<file path="config.mk">
export PLATFORM = sky130hd
export DESIGN_NAME = bewg_guard
export DESIGN_NICKNAME = d
export VERILOG_FILES = /design/src/rtl/bewg_pkg.sv /design/src/rtl/bewg_guard.sv
export SDC_FILE = /design/constraint.sdc
export NUM_CORES = 1
export LEC_CHECK = 0
export ABC_CLOCK_PERIOD_IN_PS = 5600
export BUFFER_PORTS_ARGS = -buffer_cell sky130_fd_sc_hd__buf_2
export CAP_MARGIN = 0
export CORE_AREA = 2 2 141 109
export CTS_CLUSTER_DIAMETER = 40
export CTS_CLUSTER_SIZE = 30
export DETAILED_ROUTE_END_ITERATION = 8
export DIE_AREA = 0 0 143 111
export GPL_TIMING_DRIVEN = 0
export PLACE_DENSITY = 0.9
export SYNTH_ARGS = -nofsm -noshare
export SYNTH_HDL_FRONTEND = slang
export SYNTH_SLANG_ARGS = --single-unit
</file>
<file path="constraint.sdc">
create_clock -name I_MCLK -period 5.6 [get_ports I_MCLK]
set_clock_uncertainty 0.05 [all_clocks]
set_input_delay 1.68 -clock I_MCLK [delete_from_list [all_inputs] [get_ports I_MCLK]]
set_output_delay 1.68 -clock I_MCLK [all_outputs]
set_load 0.01 [all_outputs]
</file>
<file path="src/rtl/bewg_pkg.sv">
/*
  Shared constants and types of the encrypted-write command guard.
  Assumes a single 40 MHz clock domain and a byte-wide packet link.
*/
// What this block does
// - Refuse encrypted write once permanent protection exists.
// - Refuse encrypted write when boot and secure bits zero.
// - Reject rewrite of areas whose lock bit set.
// - Protection error when key/certificate target permanently protected.
// - Write failure leaves user and data area erased; checksum, framing and command-packet errors end the data phase without erase.
// - Error packet cancels multi-packet command, back to idle.
// - Initial setting done within 137 ms, main oscillator.
// - Initial setting done within 2773 ms, internal oscillator.
// - Second setting stage done within 82 ms.
// - Lifecycle transit command answered within 3 seconds.
// - Packet, length or parameter error returns to idle.
package bewg_pkg;

  // ---------------------------------------------------------------
  // Packet framing
  // ---------------------------------------------------------------
  localparam logic [7:0]  START_CMD_BYTE  = 8'h01;
  localparam logic [7:0]  START_DATA_BYTE = 8'h81;
  localparam logic [7:0]  END_BYTE        = 8'h03;
  localparam logic [7:0]  CANCEL_CODE     = 8'hff;
  localparam logic [15:0] CANCEL_LEN      = 16'h0001;

  // ---------------------------------------------------------------
  // Command codes and payload lengths
  // ---------------------------------------------------------------
  localparam logic [7:0]  CMD_ENC_WRITE   = 8'h3a;
  localparam logic [7:0]  CMD_USER_KEY    = 8'h29;
  localparam logic [7:0]  CMD_CERT_UPDATE = 8'h2c;
  localparam logic [7:0]  CMD_LC_TRANSIT  = 8'h71;
  localparam logic [15:0] LEN_ENC_WRITE   = 16'h0001;
  localparam logic [15:0] LEN_AREA_CMD    = 16'h0002;
  localparam logic [15:0] LEN_ENC_DATA    = 16'h0003;

  // ---------------------------------------------------------------
  // Timing
  // ---------------------------------------------------------------
  localparam longint MCLK_HZ         = 40_000_000;
  localparam longint INIT_MAIN_MS    = 137;
  localparam longint INIT_FAST_MS    = 2773;
  localparam longint SETTING2_MS     = 82;
  localparam longint LC_RESPONSE_S   = 3;
  localparam int     INIT_MAIN_CYC   = int'(INIT_MAIN_MS * MCLK_HZ / 1000);
  localparam int     INIT_FAST_CYC   = int'(INIT_FAST_MS * MCLK_HZ / 1000);
  localparam int     SETTING2_CYC    = int'(SETTING2_MS * MCLK_HZ / 1000);
  localparam int     LC_RESPONSE_CYC = int'(LC_RESPONSE_S * MCLK_HZ);

  // ---------------------------------------------------------------
  // Types
  // ---------------------------------------------------------------
  typedef enum logic [3:0] {
    STS_OK         = 4'h0,
    STS_PACKET     = 4'h1,
    STS_CHECKSUM   = 4'h2,
    STS_CMD_ACCEPT = 4'h3,
    STS_PROTECT    = 4'h4,
    STS_PARAM      = 4'h5,
    STS_HARDWARE   = 4'h6
  } bewg_status_type;

  typedef struct packed {
    bewg_status_type status;
    logic [7:0]      code;
  } bewg_rsp_type;

endpackage

</file>
<file path="src/rtl/bewg_guard.sv">
/*
  Byte FIFO and the encrypted-write command guard that parses packets,
  checks protection state and times the setting and lifecycle phases.
  Assumes link bytes, protection state and controller handshakes all
  come from logic on I_MCLK.
*/
`timescale 1ns/1ps

module bewg_fifo #(
  parameter int WIDTH = 8,
  parameter int DEPTH = 4
) (
  // Clock and reset
  input  wire logic             i_clk,
  input  wire logic             i_rst,
  // Fill side
  input  wire logic             i_in_valid,
  input  wire logic [WIDTH-1:0] i_in_data,
  output logic                  o_in_ready,
  // Drain side
  output logic                  o_out_valid,
  output logic [WIDTH-1:0]      o_out_data,
  input  wire logic             i_out_ready
);
  localparam int AW = (DEPTH > 1) ? $clog2(DEPTH) : 1;

  initial begin
    if (DEPTH < 2 || (DEPTH & (DEPTH - 1)) != 0) begin
      $error("FIFO depth must be a power of two, at least 2.");
    end
  end

  logic [WIDTH-1:0] mem [DEPTH];
  logic [AW-1:0]    wptr;
  logic [AW-1:0]    rptr;
  logic [AW:0]      count;
  logic [AW:0]      next_count;
  logic             push;
  logic             pop;

  assign push        = i_in_valid && o_in_ready;
  assign pop         = o_out_valid && i_out_ready;
  assign next_count  = count + (AW+1)'(push) - (AW+1)'(pop);
  assign o_out_valid = (count != '0);
  assign o_out_data  = mem[rptr];

  always_ff @(posedge i_clk) begin
    if (push) begin
      mem[wptr] <= i_in_data;
    end
  end

  // Ready is registered so the top can hand it straight to its port.
  always_ff @(posedge i_clk) begin
    if (i_rst) begin
      wptr       <= '0;
      rptr       <= '0;
      count      <= '0;
      o_in_ready <= 1'b0;
    end else begin
      wptr       <= wptr + AW'(push);
      rptr       <= rptr + AW'(pop);
      count      <= next_count;
      o_in_ready <= (next_count != (AW+1)'(DEPTH));
    end
  end

endmodule // bewg_fifo

module bewg_guard
  #(
  parameter int N_AREA            = 8,
  parameter int FIFO_DEPTH        = 4,
  parameter int INIT_MAIN_CYCLES  = bewg_pkg::INIT_MAIN_CYC,
  parameter int INIT_FAST_CYCLES  = bewg_pkg::INIT_FAST_CYC,
  parameter int SETTING2_CYCLES   = bewg_pkg::SETTING2_CYC,
  parameter int LC_RESPONSE_CYCLES = bewg_pkg::LC_RESPONSE_CYC
) (
  // Clock and reset
  input  wire logic                I_MCLK,
  input  wire logic                I_SYS_RST,
  // Link byte stream
  input  wire logic                I_RX_VALID,
  input  wire logic [7:0]          I_RX_DATA,
  output logic                     O_RX_READY,
  // Protection state
  input  wire logic                I_BOOT_FLAG,
  input  wire logic                I_SECURE_PROTECT,
  input  wire logic [N_AREA-1:0]   I_PBP_MASK,
  input  wire logic [N_AREA-1:0]   I_LOCK_MASK,
  input  wire logic [N_AREA-1:0]   I_PROT_MASK,
  input  wire logic [N_AREA-1:0]   I_PBP_CFG_MASK,
  // Initial setting
  input  wire logic                I_OSC_INTERNAL,
  input  wire logic                I_SETUP_DONE,
  input  wire logic                I_SETUP2_DONE,
  // Lifecycle controller
  output logic                     O_LC_REQ,
  output logic [7:0]               O_LC_PATTERN,
  input  wire logic                I_LC_DONE,
  input  wire logic                I_LC_OK,
  // Answers and state
  output logic                     O_RSP_VALID,
  output bewg_pkg::bewg_rsp_type   O_RSP,
  output logic                     O_ERASE_REQ,
  output logic                     O_CMD_READY,
  output logic                     O_DATA_PHASE,
  output logic                     O_INIT_LATE
);
  import bewg_pkg::*;

  localparam int AW = $clog2(N_AREA);

  initial begin
    if (N_AREA < 2 || N_AREA > 128 || INIT_MAIN_CYCLES < 1 || INIT_FAST_CYCLES < 1
        || SETTING2_CYCLES < 1 || LC_RESPONSE_CYCLES < 1) begin
      $error("Unsupported area count or zero timing count.");
    end
  end

  typedef enum logic [3:0] {
    ST_INIT1   = 4'h0,
    ST_INIT2   = 4'h1,
    ST_START   = 4'h2,
    ST_LENH    = 4'h3,
    ST_LENL    = 4'h4,
    ST_BODY    = 4'h5,
    ST_SUM     = 4'h6,
    ST_END     = 4'h7,
    ST_EXEC    = 4'h8,
    ST_LC_WAIT = 4'h9
  } bewg_state_type;

  // ---------------------------------------------------------------
  // Input buffer
  // ---------------------------------------------------------------
  logic       byte_valid;
  logic [7:0] byte_data;
  logic       rx_state;
  logic       take;

  bewg_fifo #(.WIDTH(8), .DEPTH(FIFO_DEPTH)) u_fifo (
    .i_clk       (I_MCLK),
    .i_rst       (I_SYS_RST),
    .i_in_valid  (I_RX_VALID),
    .i_in_data   (I_RX_DATA),
    .o_in_ready  (O_RX_READY),
    .o_out_valid (byte_valid),
    .o_out_data  (byte_data),
    .i_out_ready (rx_state)
  );

  // ---------------------------------------------------------------
  // State
  // ---------------------------------------------------------------
  bewg_state_type state;
  bewg_state_type next_state;
  logic [31:0]    timer;
  logic [15:0]    len;
  logic [15:0]    cnt;
  logic [7:0]     sum;
  logic [7:0]     start;
  logic [7:0]     b0;
  logic [7:0]     b1;
  logic [7:0]     b2;
  logic           etx_ok;
  logic           data_phase;
  logic           pbp_seen;

  assign rx_state = (state >= ST_START) && (state <= ST_END);
  assign take     = rx_state && byte_valid;

  // ---------------------------------------------------------------
  // Decoding of a finished packet
  // ---------------------------------------------------------------
  wire [AW-1:0] area       = b1[AW-1:0];
  wire          area_ok    = (b1 < 8'(N_AREA));
  wire          is_data    = (start == START_DATA_BYTE);
  wire          is_cancel  = is_data && (len == CANCEL_LEN) && (b0 == CANCEL_CODE);
  wire          any_pbp    = |I_PBP_MASK;
  wire          no_boot    = !I_BOOT_FLAG && !I_SECURE_PROTECT;
  wire [31:0]   init_limit = I_OSC_INTERNAL ? 32'(INIT_FAST_CYCLES) : 32'(INIT_MAIN_CYCLES);
  wire          init_late  = (timer >= init_limit - 32'h1);
  wire          set2_late  = (timer >= 32'(SETTING2_CYCLES) - 32'h1);
  wire          lc_late    = (timer >= 32'(LC_RESPONSE_CYCLES) - 32'h1);

  bewg_status_type ex_status;
  logic            ex_reply;
  logic            ex_lc;
  logic            ex_enter;
  logic            ex_leave;
  logic            ex_erase;

  always_comb begin
    ex_status = STS_OK;
    ex_reply  = 1'b1;
    ex_lc     = 1'b0;
    ex_enter  = 1'b0;
    ex_leave  = 1'b0;
    ex_erase  = 1'b0;
    if (!etx_ok || len == 16'h0000) begin
      ex_status = STS_PACKET;
    end else if (sum != 8'h00) begin
      ex_status = STS_CHECKSUM;
    end else if (data_phase && is_cancel) begin
      ex_reply = 1'b0;
      ex_leave = 1'b1;
    end else if (data_phase != is_data) begin
      ex_status = STS_PACKET;
    end else if (data_phase) begin
      if (len != LEN_ENC_DATA || b0 != CMD_ENC_WRITE) begin
        ex_status = STS_PACKET;
      end else if (!area_ok) begin
        ex_status = STS_PARAM;
      end else if (I_LOCK_MASK[area]) begin
        ex_status = STS_PROTECT;
      end else if (I_PROT_MASK[area] && pbp_seen) begin
        ex_status = STS_PROTECT;
      end
      ex_leave = (ex_status != STS_OK) || b2[0];
      ex_erase = (ex_status != STS_OK);
    end else begin
      unique case (b0)
        CMD_ENC_WRITE: begin
          if (len != LEN_ENC_WRITE) begin
            ex_status = STS_PACKET;
          end else if (any_pbp) begin
            ex_status = STS_PROTECT;
          end else if (no_boot) begin
            ex_status = STS_PROTECT;
          end else begin
            ex_enter = 1'b1;
          end
        end
        CMD_USER_KEY, CMD_CERT_UPDATE: begin
          if (len != LEN_AREA_CMD) begin
            ex_status = STS_PACKET;
          end else if (!area_ok) begin
            ex_status = STS_PARAM;
          end else if (I_PBP_MASK[area]) begin
            ex_status = STS_PROTECT;
          end
        end
        CMD_LC_TRANSIT: begin
          if (len != LEN_AREA_CMD) begin
            ex_status = STS_PACKET;
          end else begin
            ex_reply = 1'b0;
            ex_lc    = 1'b1;
          end
        end
        default: begin
          ex_status = STS_CMD_ACCEPT;
        end
      endcase
    end
  end

  // ---------------------------------------------------------------
  // Sequencer
  // ---------------------------------------------------------------
  always_comb begin
    next_state = state;
    unique case (state)
      ST_INIT1: begin
        if (I_SETUP_DONE || init_late) begin
          next_state = ST_INIT2;
        end
      end
      ST_INIT2: begin
        if (I_SETUP2_DONE || set2_late) begin
          next_state = ST_START;
        end
      end
      ST_START: begin
        if (take && (byte_data == START_CMD_BYTE || byte_data == START_DATA_BYTE)) begin
          next_state = ST_LENH;
        end
      end
      ST_LENH: begin
        if (take) begin
          next_state = ST_LENL;
        end
      end
      ST_LENL: begin
        if (take) begin
          next_state = ({len[7:0], byte_data} == 16'h0000) ? ST_SUM : ST_BODY;
        end
      end
      ST_BODY: begin
        if (take && cnt == len - 16'h1) begin
          next_state = ST_SUM;
        end
      end
      ST_SUM: begin
        if (take) begin
          next_state = ST_END;
        end
      end
      ST_END: begin
        if (take) begin
          next_state = ST_EXEC;
        end
      end
      ST_EXEC: begin
        next_state = ex_lc ? ST_LC_WAIT : ST_START;
      end
      ST_LC_WAIT: begin
        if (I_LC_DONE || lc_late) begin
          next_state = ST_START;
        end
      end
      default: begin
        next_state = ST_START;
      end
    endcase
  end

  always_ff @(posedge I_MCLK) begin
    if (I_SYS_RST) begin
      state <= ST_INIT1;
      timer <= 32'h0;
    end else begin
      state <= next_state;
      timer <= (next_state != state) ? 32'h0 : timer + 32'h1;
    end
  end

  // Packet capture. Only the first three payload bytes matter here.
  always_ff @(posedge I_MCLK) begin
    if (I_SYS_RST) begin
      len    <= 16'h0;
      cnt    <= 16'h0;
      sum    <= 8'h0;
      start  <= 8'h0;
      b0     <= 8'h0;
      b1     <= 8'h0;
      b2     <= 8'h0;
      etx_ok <= 1'b0;
    end else if (take) begin
      unique case (state)
        ST_START: begin
          start <= byte_data;
          sum   <= 8'h0;
          cnt   <= 16'h0;
        end
        ST_LENH: begin
          len <= {8'h00, byte_data};
          sum <= sum + byte_data;
        end
        ST_LENL: begin
          len <= {len[7:0], byte_data};
          sum <= sum + byte_data;
        end
        ST_BODY: begin
          if (cnt == 16'h0) b0 <= byte_data;
          if (cnt == 16'h1) b1 <= byte_data;
          if (cnt == 16'h2) b2 <= byte_data;
          cnt <= cnt + 16'h1;
          sum <= sum + byte_data;
        end
        ST_SUM: begin
          sum <= sum + byte_data;
        end
        default: begin
          etx_ok <= (byte_data == END_BYTE);
        end
      endcase
    end
  end

  // ---------------------------------------------------------------
  // Command phase and answers
  // ---------------------------------------------------------------
  wire exec    = (state == ST_EXEC);
  wire lc_end  = (state == ST_LC_WAIT) && (I_LC_DONE || lc_late);
  wire enter   = exec && ex_enter;
  wire leave   = exec && (ex_leave || (ex_status != STS_OK));
  wire pbp_hit = exec && data_phase && is_data && area_ok && (ex_status == STS_OK)
                 && I_PBP_CFG_MASK[area];

  always_ff @(posedge I_MCLK) begin
    if (I_SYS_RST) begin
      data_phase <= 1'b0;
      pbp_seen   <= 1'b0;
    end else begin
      data_phase <= enter || (data_phase && !leave);
      pbp_seen   <= !enter && !leave && (pbp_seen || pbp_hit);
    end
  end

  always_ff @(posedge I_MCLK) begin
    if (I_SYS_RST) begin
      O_RSP_VALID  <= 1'b0;
      O_RSP        <= '0;
      O_ERASE_REQ  <= 1'b0;
      O_LC_REQ     <= 1'b0;
      O_LC_PATTERN <= 8'h0;
      O_CMD_READY  <= 1'b0;
      O_DATA_PHASE <= 1'b0;
      O_INIT_LATE  <= 1'b0;
    end else begin
      O_RSP_VALID  <= (exec && ex_reply) || lc_end;
      if (exec) begin
        O_RSP <= '{status: ex_status, code: b0};
      end else if (lc_end) begin
        O_RSP <= '{status: (I_LC_DONE && I_LC_OK) ? STS_OK : STS_HARDWARE,
                   code: CMD_LC_TRANSIT};
      end
      O_ERASE_REQ  <= exec && ex_erase;
      O_LC_REQ     <= exec && ex_lc;
      if (exec && ex_lc) begin
        O_LC_PATTERN <= b1;
      end
      O_CMD_READY  <= (next_state == ST_START) && !enter && !(data_phase && !leave);
      O_DATA_PHASE <= enter || (data_phase && !leave);
      O_INIT_LATE  <= O_INIT_LATE
                      || (state == ST_INIT1 && !I_SETUP_DONE && init_late)
                      || (state == ST_INIT2 && !I_SETUP2_DONE && set2_late);
    end
  end

endmodule // bewg_guard

</file>
==> reports/results.txt, run 1 <==
cell count after synthesis: 962
cell area after synthesis: 0.00925 mm^2
RSZ-0062 raised after global routing: false
drt pass-1 iters: 5
CTS hold repair buffers: 0
Final GP Congestion: 0.932
nets: 1,140
crit path time final: 4.17 ns
CP Data Arrival Time: 4.47 ns
post-synthesis sequential area ratio: 0.398
startpoint types: input port
Synth top area share: 0.294
Yosys reg bits: 168
Die Span Y: 111 um
critical path data required time: 5.90 ns
Die Area: 0.0159 mm^2
Worst Hold Class: reg2reg
# rows: 39
DP HPWL: 16.8 mm
initial antenna violation count: 0
WL final: 24.0 mm
Core Region: 0.0147 mm^2
I/O pins: 77
Max Freq: 240 MHz
CP endpoint kind: flip-flop
Filler Cell Count: 1,010
Final Cell Area: 0.0105 mm^2
Max clock buf depth: 2
worst slew pin tran: 1.39 ns
CTS Buf Count: 17
biggest area consumer among synthesized cells: dfxtp_1
clock net sink count: 168
Warnings, synthesis: 0
CP max FO: 10
Die Wd: 143 um
relative slew slack: 0.0626
Area Growth Syn to Fin: 13.1%
Vias/cell: 6.27
reg2reg start: u_fifo.rptr[1]$_SDFF_PP0_
GRT overflow: 0
GRT Overall Usage: 0.307
insertion delay to the later sink of the worst-skew pair: 0.45 ns
ys async rst share: 0
worst hold stages: 2
largest cells by area after synthesis: dfxtp_1, edfxtp_1, nor2_1
first-pass GRT wire length: 38.7 mm
Leak Pwr: 3.92 nW
FF-to-FF End: sum[7]$_SDFFE_PP0P_
sum of negative setup slack: 0 ns
Crit Path Class: in2reg
clk root buf: clkbuf_16
number of flops mapped to enable cells by yosys: 32
peak supply drop: 211 uV
Final Hold Fails: 0
R2R depth: 11
status: complete, no violations
number of max-cap violations: 0
Max Slew Vio Count: 0
Vias: 7,987
Worst Hold Launch: O_RSP[7]$_SDFFE_PP0P_
CTS resizes: 0
Synth Flop Type: dfxtp_1
Sequential Area: 0.00368 mm^2
hold endpoint: O_RSP[7]$_SDFFE_PP0P_
largest net degree at the start of global routing: 18
wire per inst: 18.9 um
post-layout util: 0.712
area of the multi-input gates: 0.00520 mm^2
share of cells above drive strength 1: 0.176
Final period util: 0.744
# Post-CTS Setup Buffers: 0
ANT nets after route: 0
TritonCTS clock tree: yes
H-tree depth: 4
PwrDens: 287 mW/mm^2
number of global-route vias before repair: 7,744
dpl cell area: 0.00987 mm^2
Reg2Reg Setup Slack: 1.59 ns
# setup viols final: 0
Power, Total: 3.00 mW
PortBufs: 74
Starting Density: 0.629
clock-pin slew reported for the worst setup and hold paths after clock tree synthesis: 0.07 ns
synth unique cells: 82
DRC viols: 0
post-synthesis net count: 1,047
syn avg cell area: 9.61 um^2
DR iter-0 viols: 812
n_diodes: 0
==> worst max-delay path: stages <==
cell and delay, ns:
buf_2 0.19, inv_1 0.17, ha_1 0.36, a21oi_1 0.12
o21ai_0 0.12, a41oi_1 0.18, a211oi_1 0.09, o41ai_1 0.64
a31oi_1 0.36, buf_2 0.33, nor4_2 0.24
==> worst max path at each step <==
stage | startpoint | cells after the start | to
finish | I_OSC_INTERNAL | 11 | timer[27]$_SDFF_PP0_
global route | I_OSC_INTERNAL | 11 | timer[6]$_SDFF_PP0_
CTS | I_OSC_INTERNAL | 11 | timer[27]$_SDFF_PP0_
detailed placement | I_OSC_INTERNAL | 11 | timer[19]$_SDFF_PP0_
global placement | I_OSC_INTERNAL | 11 | timer[14]$_SDFF_PP0_
floorplan | I_OSC_INTERNAL | 10 | timer[10]$_SDFF_PP0_
==> logic make-up after synthesis <==
kind of cell    count (synthesis)  share of synthesized area
xor+xnor                       67                     0.0635
other cells                     1                   0.000406
simple gates                  412                      0.259
flops                         168                      0.398
fa+ha+maj                      35                     0.0490
compound gates                136                      0.104
mux                            60                     0.0868
buf+inv                        83                     0.0392
==> Yosys cell counts, drive strengths merged (24+ instances only) <==
| cell | count |
|---|---|
| nor3 | 34 |
| nand2 | 52 |
| xor2 | 31 |
| a21oi | 34 |
| mux2i | 43 |
| ha | 33 |
| inv | 29 |
| o21ai | 24 |
| edfxtp | 32 |
| xnor2 | 36 |
| nand3 | 31 |
| nor2 | 121 |
| dfxtp | 136 |
| nor4 | 59 |
| clkbuf | 34 |
==> power breakdown <==
group	internal (mW)	switching (mW)
registers	1.28	0.0282
logic	0.179	0.334
clock network	0.632	0.551
total	2.09	0.913
==> state kept, by name, summed over array words and instances (netlist names), 2 cells and up <==
signal and cells:
u_fifo.wptr 2, sum 8, timer 32, u_fifo.rptr 2, state 4, b0 8, u_fifo.count 3, O_RSP 11
O_LC_PATTERN 8, b1 8, start 8, cnt 16, u_fifo.mem 32, len 16
==> per-stage QoR <==
step / hold slack [ns] / setup slack [ns] / cells
detailed placement: 0.413 / 1.05 / 1241
CTS: 0.423 / 1.48 / 1273
global route: 0.454 / 1.19 / 1273
floorplan: 0.395 / 1.81 / 962
finish: 0.424 / 1.43 / 1273
global placement: 0.402 / 1.08 / 1241
==> metal layers <==
layer  vias up  routed length (um)  GRT usage
li1       3728                   -          -
met1      3798               10200      0.425
met2       410               11100      0.474
met3        51                2300     0.0864
met4         0                 414     0.0845
met5         -                   0          0
==> cell type report <==
class,instances,share of cell area
plain buffers,54,0.0243
clock buffers,18,0.0410
clock inverters,14,0.0146
inverters,29,0.0104
multi-input cells,711,0.498
flip-flops and latches,168,0.352
well taps,205,0.0245
repair buffers,74,0.0354
==> layout by cell type (no fill, tap or decap), types with 31 or more instances in the layout <==
cell type / count
dfxtp_1: 136
nor2_1: 121
buf_2: 82
nand2_1: 52
mux2i_1: 43
xnor2_1: 36
clkbuf_1: 35
a21oi_1: 34
nor3_1: 33
nor4_2: 33
ha_1: 33
edfxtp_1: 32
xor2_1: 31
nand3_1: 31
Power figures use the tool's default switching activity.
==> run 2, diff against run 1 <==
==> config.mk (replaced) <==
export PLATFORM = sky130hd
export DESIGN_NAME = bewg_guard
export DESIGN_NICKNAME = d
export VERILOG_FILES = /design/src/rtl/bewg_pkg.sv /design/src/rtl/bewg_guard.sv
export SDC_FILE = /design/constraint.sdc
export NUM_CORES = 1
export LEC_CHECK = 0
export ABC_AREA = 1
export ABC_CLOCK_PERIOD_IN_PS = 4140
export BUFFER_PORTS_ARGS = -buffer_cell sky130_fd_sc_hd__buf_2
export CAP_MARGIN = 0
export CORE_AREA = 2 2 147 113
export CTS_CLUSTER_DIAMETER = 40
export CTS_CLUSTER_SIZE = 30
export DETAILED_ROUTE_END_ITERATION = 8
export DIE_AREA = 0 0 149 115
export GPL_TIMING_DRIVEN = 0
export PLACE_DENSITY = 0.86
export SYNTH_ARGS = -nofsm -noshare
export SYNTH_HDL_FRONTEND = slang
export SYNTH_SLANG_ARGS = --single-unit
==> constraint.sdc (replaced) <==
create_clock -name I_MCLK -period 4.14 [get_ports I_MCLK]
set_clock_uncertainty 0.05 [all_clocks]
set_input_delay 1.242 -clock I_MCLK [delete_from_list [all_inputs] [get_ports I_MCLK]]
set_output_delay 1.242 -clock I_MCLK [all_outputs]
set_load 0.01 [all_outputs]
==> run 2 against run 1 <==
  * Non-clock buffer count shrank 18
  * Combinational power grew 2%
  * Synthesized cell count grew 37%
  * Clock power grew 49%
  * Cell count grew 28%
  * Die area grew 8.0%
  * Via count grew 15%
  * Count of clock-buffer cells in the layout is the same
  * Critical path type unchanged
  * Global-route usage shrank 0.74 points
  * Cell area grew 2.8%
  * Synthesized area grew 2.5%
==> reports/results.txt, run 2 <==
cell family with most CP delay: simple AND/OR/NAND/NOR gates
crit-path most repeated cell: nand2_1
biggest area consumer among synthesized cells: dfxtp_1
critical path data required time: 4.43 ns
largest cells by area after synthesis: dfxtp_1, nand2_1, edfxtp_1
Core Region: 0.0157 mm^2
Vias/cell: 5.64
Warnings, synthesis: 0
Area Growth Syn to Fin: 13.5%
wire per inst: 15.4 um
drt pass-1 iters: 5
Yosys reg bits: 168
# Post-CTS Setup Buffers: 0
CP max FO: 10
GRT overflow: 0
startpoint types: input port
RSZ-0062 raised after global routing: false
Die Area: 0.0171 mm^2
Synth Flop Type: dfxtp_1
ANT nets after route: 0
# rows: 40
Worst Hold Class: reg2reg
post-synthesis sequential area ratio: 0.389
number of flops mapped to enable cells by yosys: 32
TritonCTS clock tree: yes
worst slew pin tran: 1.33 ns
first-pass GRT wire length: 40.6 mm
most frequent cells in the layout: nand2_1, inv_1, nor2_1, dfxtp_1, a21oi_1
number of global-route vias before repair: 8,395
most common cell in the netlist: nand2_1
nets: 1,496
Max Slew Vio Count: 0
syn avg cell area: 7.20 um^2
clk root buf: clkbuf_16
n_diodes: 0
post-synthesis net count: 1,402
Crit Path Class: in2reg
WL final: 25.1 mm
Final Cell Area: 0.0108 mm^2
Final period util: 0.789
largest net degree at the start of global routing: 18
DP HPWL: 18.5 mm
CP peak stage delay: 0.35 ns
DRC viols: 0
Synth top area share: 0.287
H-tree depth: 4
CP endpoint kind: flip-flop
number of max-cap violations: 0
status: complete, no violations
synth unique cells: 53
CTS Buf Count: 17
cell count after synthesis: 1,317
Synth top cells by count: nand2_1, inv_1, nor2_1, dfxtp_1, a21oi_1
crit path time final: 3.26 ns
Die Wd: 149 um
PortBufs: 75
Filler Cell Count: 1,320
crit path max-delay cell type: ha_1
initial antenna violation count: 1
clock net sink count: 168
CP Data Arrival Time: 3.56 ns
commonest non-fill, non-tap cell in the layout: nand2_1
sum of negative setup slack: 0 ns
I/O pins: 77
Final GP Congestion: 0.925
CTS hold repair buffers: 0
Vias: 9,221
Die Span Y: 115 um
peak supply drop: 298 uV
GRT Overall Usage: 0.300
share of cells above drive strength 1: 0.140
PwrDens: 375 mW/mm^2
Max clock buf depth: 2
critical-path cell list: buf_2 > inv_1 > ha_1 > nand2_1 > nor2_1 > a211oi_1 > a21oi_1 > nor2_1 > nand3_1 > nand2_1 > nand4_1 > nand2_1 > nand2_1 > nand2_4 > buf_6 > nor2_2
Max Freq: 306 MHz
relative slew slack: 0.107
insertion delay to the later sink of the worst-skew pair: 0.45 ns
Leak Pwr: 4.70 nW
CTS resizes: 0
cell area after synthesis: 0.00948 mm^2
DR iter-0 viols: 1,052
clock-pin slew reported for the worst setup and hold paths after clock tree synthesis: 0.07 ns
Regs by FF count: timer x32, u_fifo.mem x32
dpl cell area: 0.0101 mm^2
Final Hold Fails: 0
# setup viols final: 0
WHS: 0.406 ns
Starting Density: 0.603
Buf/Inv on CP: 3
ys async rst share: 0
-- run 2: cell count changes in the layout (fill, tap and decap cells not counted), sizes merged, moves of 14 or more --
cell	delta
nor4	-51
o21ai	+53
mux2i	-43
nand2	+251
xnor2	-24
nor2	+70
nand3	+56
inv	+126
clkbuf	-16
mux4	-16
nand4	+14
a21oi	+61
-- run 2: final timing paths --
path	slack, ns	end	from	cells past startpoint
max	0.88	timer[24]$_SDFF_PP0_	I_OSC_INTERNAL	16
min reg2reg	0.41	timer[0]$_SDFF_PP0_	timer[0]$_SDFF_PP0_	1
min	0.41	timer[0]$_SDFF_PP0_	timer[0]$_SDFF_PP0_	1
max reg2reg	1.31	timer[24]$_SDFF_PP0_	len[0]$_SDFFE_PP0P_	18
-- run 2: through the flow --
stage / power, mW / cells / util / setup WS [ns]
final: 4.04 / 1634 / 0.684 / 0.875
after CTS: 4.03 / 1634 / 0.684 / 0.913
after global placement: 2.28 / 1602 / 0.644 / 0.569
after floorplan: 2.13 / 1317 / - / 1.17
after detailed placement: 2.30 / 1602 / 0.644 / 0.479
after global routing: 4.17 / 1634 / 0.684 / 0.699
-- run 2: logic make-up (layout without fill, tap and decap cells) --
logic type / after synthesis / count (layout) / share of synthesized area
AND/OR/NAND/NOR: 680 / 680 / 0.329
buffers and inverters: 193 / 300 / 0.0829
AO/OA/AOI/OAI: 192 / 192 / 0.107
flip-flops: 168 / 168 / 0.389
XOR/XNOR: 48 / 48 / 0.0444
adder cells (fa/ha/maj): 35 / 35 / 0.0478
other: 1 / 1 / 0.000396
-- run 2: per-layer routing --
metal | wire [um] | global-route usage | share of wire | up-vias
met4 | 451 | 0.0921 | 0.018 | 2
met2 | 11000 | 0.478 | 0.44 | 429
li1 | - | - | - | 4500
met5 | 13 | 0 | 0.00052 | -
met1 | 11000 | 0.405 | 0.44 | 4239
met3 | 2660 | 0.0758 | 0.11 | 51
-- run 2: final cells by class --
cell class                      instances  area (um^2)  share of cell area
Multi-Input combinational cell        956         5010               0.466
Sequential cell                       168         3680               0.343
Buffer                                 35          190              0.0177
Clock buffer                           18          429              0.0399
Timing Repair Buffer                   75          375              0.0349
Clock inverter                         14          209              0.0194
Inverter                              158          596              0.0554
Tap cell                              210          263              0.0244
-- run 2: power breakdown --
group / switching (mW) / internal (mW) / leakage, nW
Combinational: 0.362 / 0.161 / 3.00
Clock: 0.736 / 1.03 / 0.309
Sequential: 0.0283 / 1.72 / 1.39
Total: 1.13 / 2.91 / 4.70
==> run 3, diff against run 2 <==
==> config.mk (replaced) <==
export PLATFORM = sky130hd
export DESIGN_NAME = bewg_guard
export DESIGN_NICKNAME = d
export VERILOG_FILES = /design/src/rtl/bewg_pkg.sv /design/src/rtl/bewg_guard.sv
export SDC_FILE = /design/constraint.sdc
export NUM_CORES = 1
export LEC_CHECK = 0
export ABC_AREA = 0
export ABC_CLOCK_PERIOD_IN_PS = 2700
export BUFFER_PORTS_ARGS = -buffer_cell sky130_fd_sc_hd__buf_2
export CAP_MARGIN = 0
export CORE_AREA = 2 2 153 118
export CTS_CLUSTER_DIAMETER = 40
export CTS_CLUSTER_SIZE = 30
export DETAILED_ROUTE_END_ITERATION = 8
export DIE_AREA = 0 0 155 120
export GPL_TIMING_DRIVEN = 0
export PLACE_DENSITY = 0.82
export SYNTH_ARGS = -nofsm -noshare
export SYNTH_HDL_FRONTEND = slang
export SYNTH_SLANG_ARGS = --single-unit
==> constraint.sdc (replaced) <==
create_clock -name I_MCLK -period 2.7 [get_ports I_MCLK]
set_clock_uncertainty 0.05 [all_clocks]
set_input_delay 0.81 -clock I_MCLK [delete_from_list [all_inputs] [get_ports I_MCLK]]
set_output_delay 0.81 -clock I_MCLK [all_outputs]
set_load 0.01 [all_outputs]
==> run 3 against run 2 <==
  * The run now ends with negative setup slack left
  * Register-to-register slack lost 1.9 ns
  * Non-clock buffer count grew 80
  * Worst hold slack gained 0.023 ns
  * Sequential power grew 56%
  * Total power grew 82%
  * Via count shrank 3.6%
  * Cell area grew 12%
  * Sequential share of layout area shrank 3.3 points
  * Wire length grew 19%
  * Count of clock-buffer cells in the layout shrank 1
  * Critical path type is now reg2reg
  * Critical endpoint is now timer[22]$_SDFF_PP0_
==> reports/results.txt, run 3 (synthesis results as in run 1) <==
crit path max-delay cell type: or4b_4
number of max-cap violations: 0
Crit. Startpoint: len[1]$_SDFFE_PP0P_
nets: 1,202
Max Freq: 308 MHz
PwrDens: 611 mW/mm^2
clock-pin slew reported for the worst setup and hold paths after clock tree synthesis: 0.09 ns
commonest non-fill, non-tap cell in the layout: dfxtp_1
status: complete, but fails checks
Die Span Y: 120 um
PortBufs: 74
Regs by FF count: timer x32, u_fifo.mem x32
peak supply drop: 396 uV
drt pass-1 iters: 5
first-pass GRT wire length: 41.3 mm
Final Hold Fails: 0
R2R depth: 14
Area Growth Syn to Fin: 30.0%
Crit path depth: 14
TritonCTS clock tree: yes
area of the multi-input gates: 0.00586 mm^2
Worst Hold Class: reg2reg
ANT nets after route: 0
wire per inst: 22.1 um
CP peak stage delay: 0.47 ns
clk root buf: clkbuf_16
share of cells above drive strength 1: 0.313
pre-CTS setup slack: -0.777 ns
largest net degree at the start of global routing: 22
most frequent cells in the layout: dfxtp_1, nor2_1, buf_2, buf_4, nand2_1
reg2reg start: len[1]$_SDFFE_PP0P_
DP HPWL: 16.6 mm
Final period util: 1.20
initial antenna violation count: 0
CP max FO: 5
number of global-route vias before repair: 8,005
WHS: 0.428 ns
GRT Overall Usage: 0.282
Die Wd: 155 um
Leak Pwr: 4.51 nW
placed cell count: 1,256
Max Slew Vio Count: 0
# rows: 42
Die Area: 0.0186 mm^2
Crit Path Class: reg2reg
RSZ-0062 raised after global routing: true
CP Data Arrival Time: 3.55 ns
Vias/cell: 6.58
DRC viols: 0
Reg2Reg Setup Slack: -0.55 ns
Sequential Area: 0.00372 mm^2
fin worst setup slack: -0.548 ns
CP endpoint kind: flip-flop
H-tree depth: 4
worst slew pin tran: 1.25 ns
GRT overflow: 0
FF-to-FF End: timer[22]$_SDFF_PP0_
clock net sink count: 168
Critical Path End: timer[22]$_SDFF_PP0_
Core Region: 0.0172 mm^2
crit path time final: 3.25 ns
critical-path cell list: buf_8 > inv_6 > ha_4 > or4b_4 > o41a_1 > a311o_1 > nor4_2 > nand4_1 > buf_4 > a31oi_4 > buf_6 > buf_6 > buf_12 > nor4_2
# setup viols final: 36
cell family with most CP delay: simple AND/OR/NAND/NOR gates
relative slew slack: 0.163
DR iter-0 viols: 1,027
Buf/Inv on CP: 6
Starting Density: 0.538
n_diodes: 0
I/O pins: 77
startpoint types: flip-flop
critical path data required time: 3.00 ns
failing checks: negative setup slack
insertion delay to the later sink of the worst-skew pair: 0.47 ns
Max clock buf depth: 2
final cell count without fillers: 1,350
Final GP Congestion: 0.870
Vias: 8,885
WL final: 29.8 mm
CTS Buf Count: 17
Filler Cell Count: 1,114
## run 3: worst min path at each step
stage                                     start                    end  slack, ns  cells after the start
final                     O_RSP[3]$_SDFFE_PP0P_  O_RSP[3]$_SDFFE_PP0P_       0.43                      2
after detailed placement  O_RSP[7]$_SDFFE_PP0P_  O_RSP[7]$_SDFFE_PP0P_       0.42                      2
after global routing      O_RSP[7]$_SDFFE_PP0P_  O_RSP[7]$_SDFFE_PP0P_       0.45                      2
after global placement    O_RSP[3]$_SDFFE_PP0P_  O_RSP[3]$_SDFFE_PP0P_       0.40                      2
after CTS                 O_RSP[7]$_SDFFE_PP0P_  O_RSP[7]$_SDFFE_PP0P_       0.43                      2
after floorplan             etx_ok$_SDFFE_PP0P_    etx_ok$_SDFFE_PP0P_       0.39                      2
## run 3: metrics by stage
step | TNS, ns | util | total power [mW] | area, um^2
final | -15.28 | 0.700 | 7.34 | 12000
after floorplan | -2.86 | - | 3.52 | 9370
after global routing | -17.52 | 0.700 | 7.51 | 12000
after global placement | -33.24 | 0.583 | 3.78 | 10000
after detailed placement | -34.27 | 0.583 | 3.81 | 10000
after CTS | -11.44 | 0.657 | 6.73 | 11300
## run 3: per-layer routing
layer	routed length, um	up-vias	GRT usage
li1	-	3870	-
met1	11400	4198	0.365
met2	13700	645	0.467
met3	2950	172	0.0563
met4	1730	0	0.111
met5	0	-	0
## run 3: report_power, final
group / switching [mW] / internal, mW / total (mW)
sequential: 0.0772 / 2.65 / 2.73
combinational: 1.07 / 0.934 / 2.00
clock: 1.33 / 1.28 / 2.62
total: 2.48 / 4.87 / 7.34
## run 3: layout make-up
class | count | area share
buffer | 46 | 0.0298
clock buffer | 17 | 0.0354
clock inverter | 15 | 0.0172
inverter | 29 | 0.0101
multi-input combinational | 711 | 0.487
sequential | 168 | 0.310
tap | 220 | 0.0229
timing repair buffer | 144 | 0.0879
## run 3: repair_timing
action                                  CTS  global route
endpoints found under the setup margin   78            82
hold buffers                              0             0
setup buffers                            39            28
resized for setup                        73           105
pin swaps                                19            31
cloned                                    3             3
## run 3: tightest hold or removal path: cells and delay by family, from the launching register on
kind / cells / cell delay [ns]
flip-flops: 1 / 0.32
AND/OR/NAND/NOR: 1 / 0.06
AO/OA/AOI/OAI: 1 / 0.06
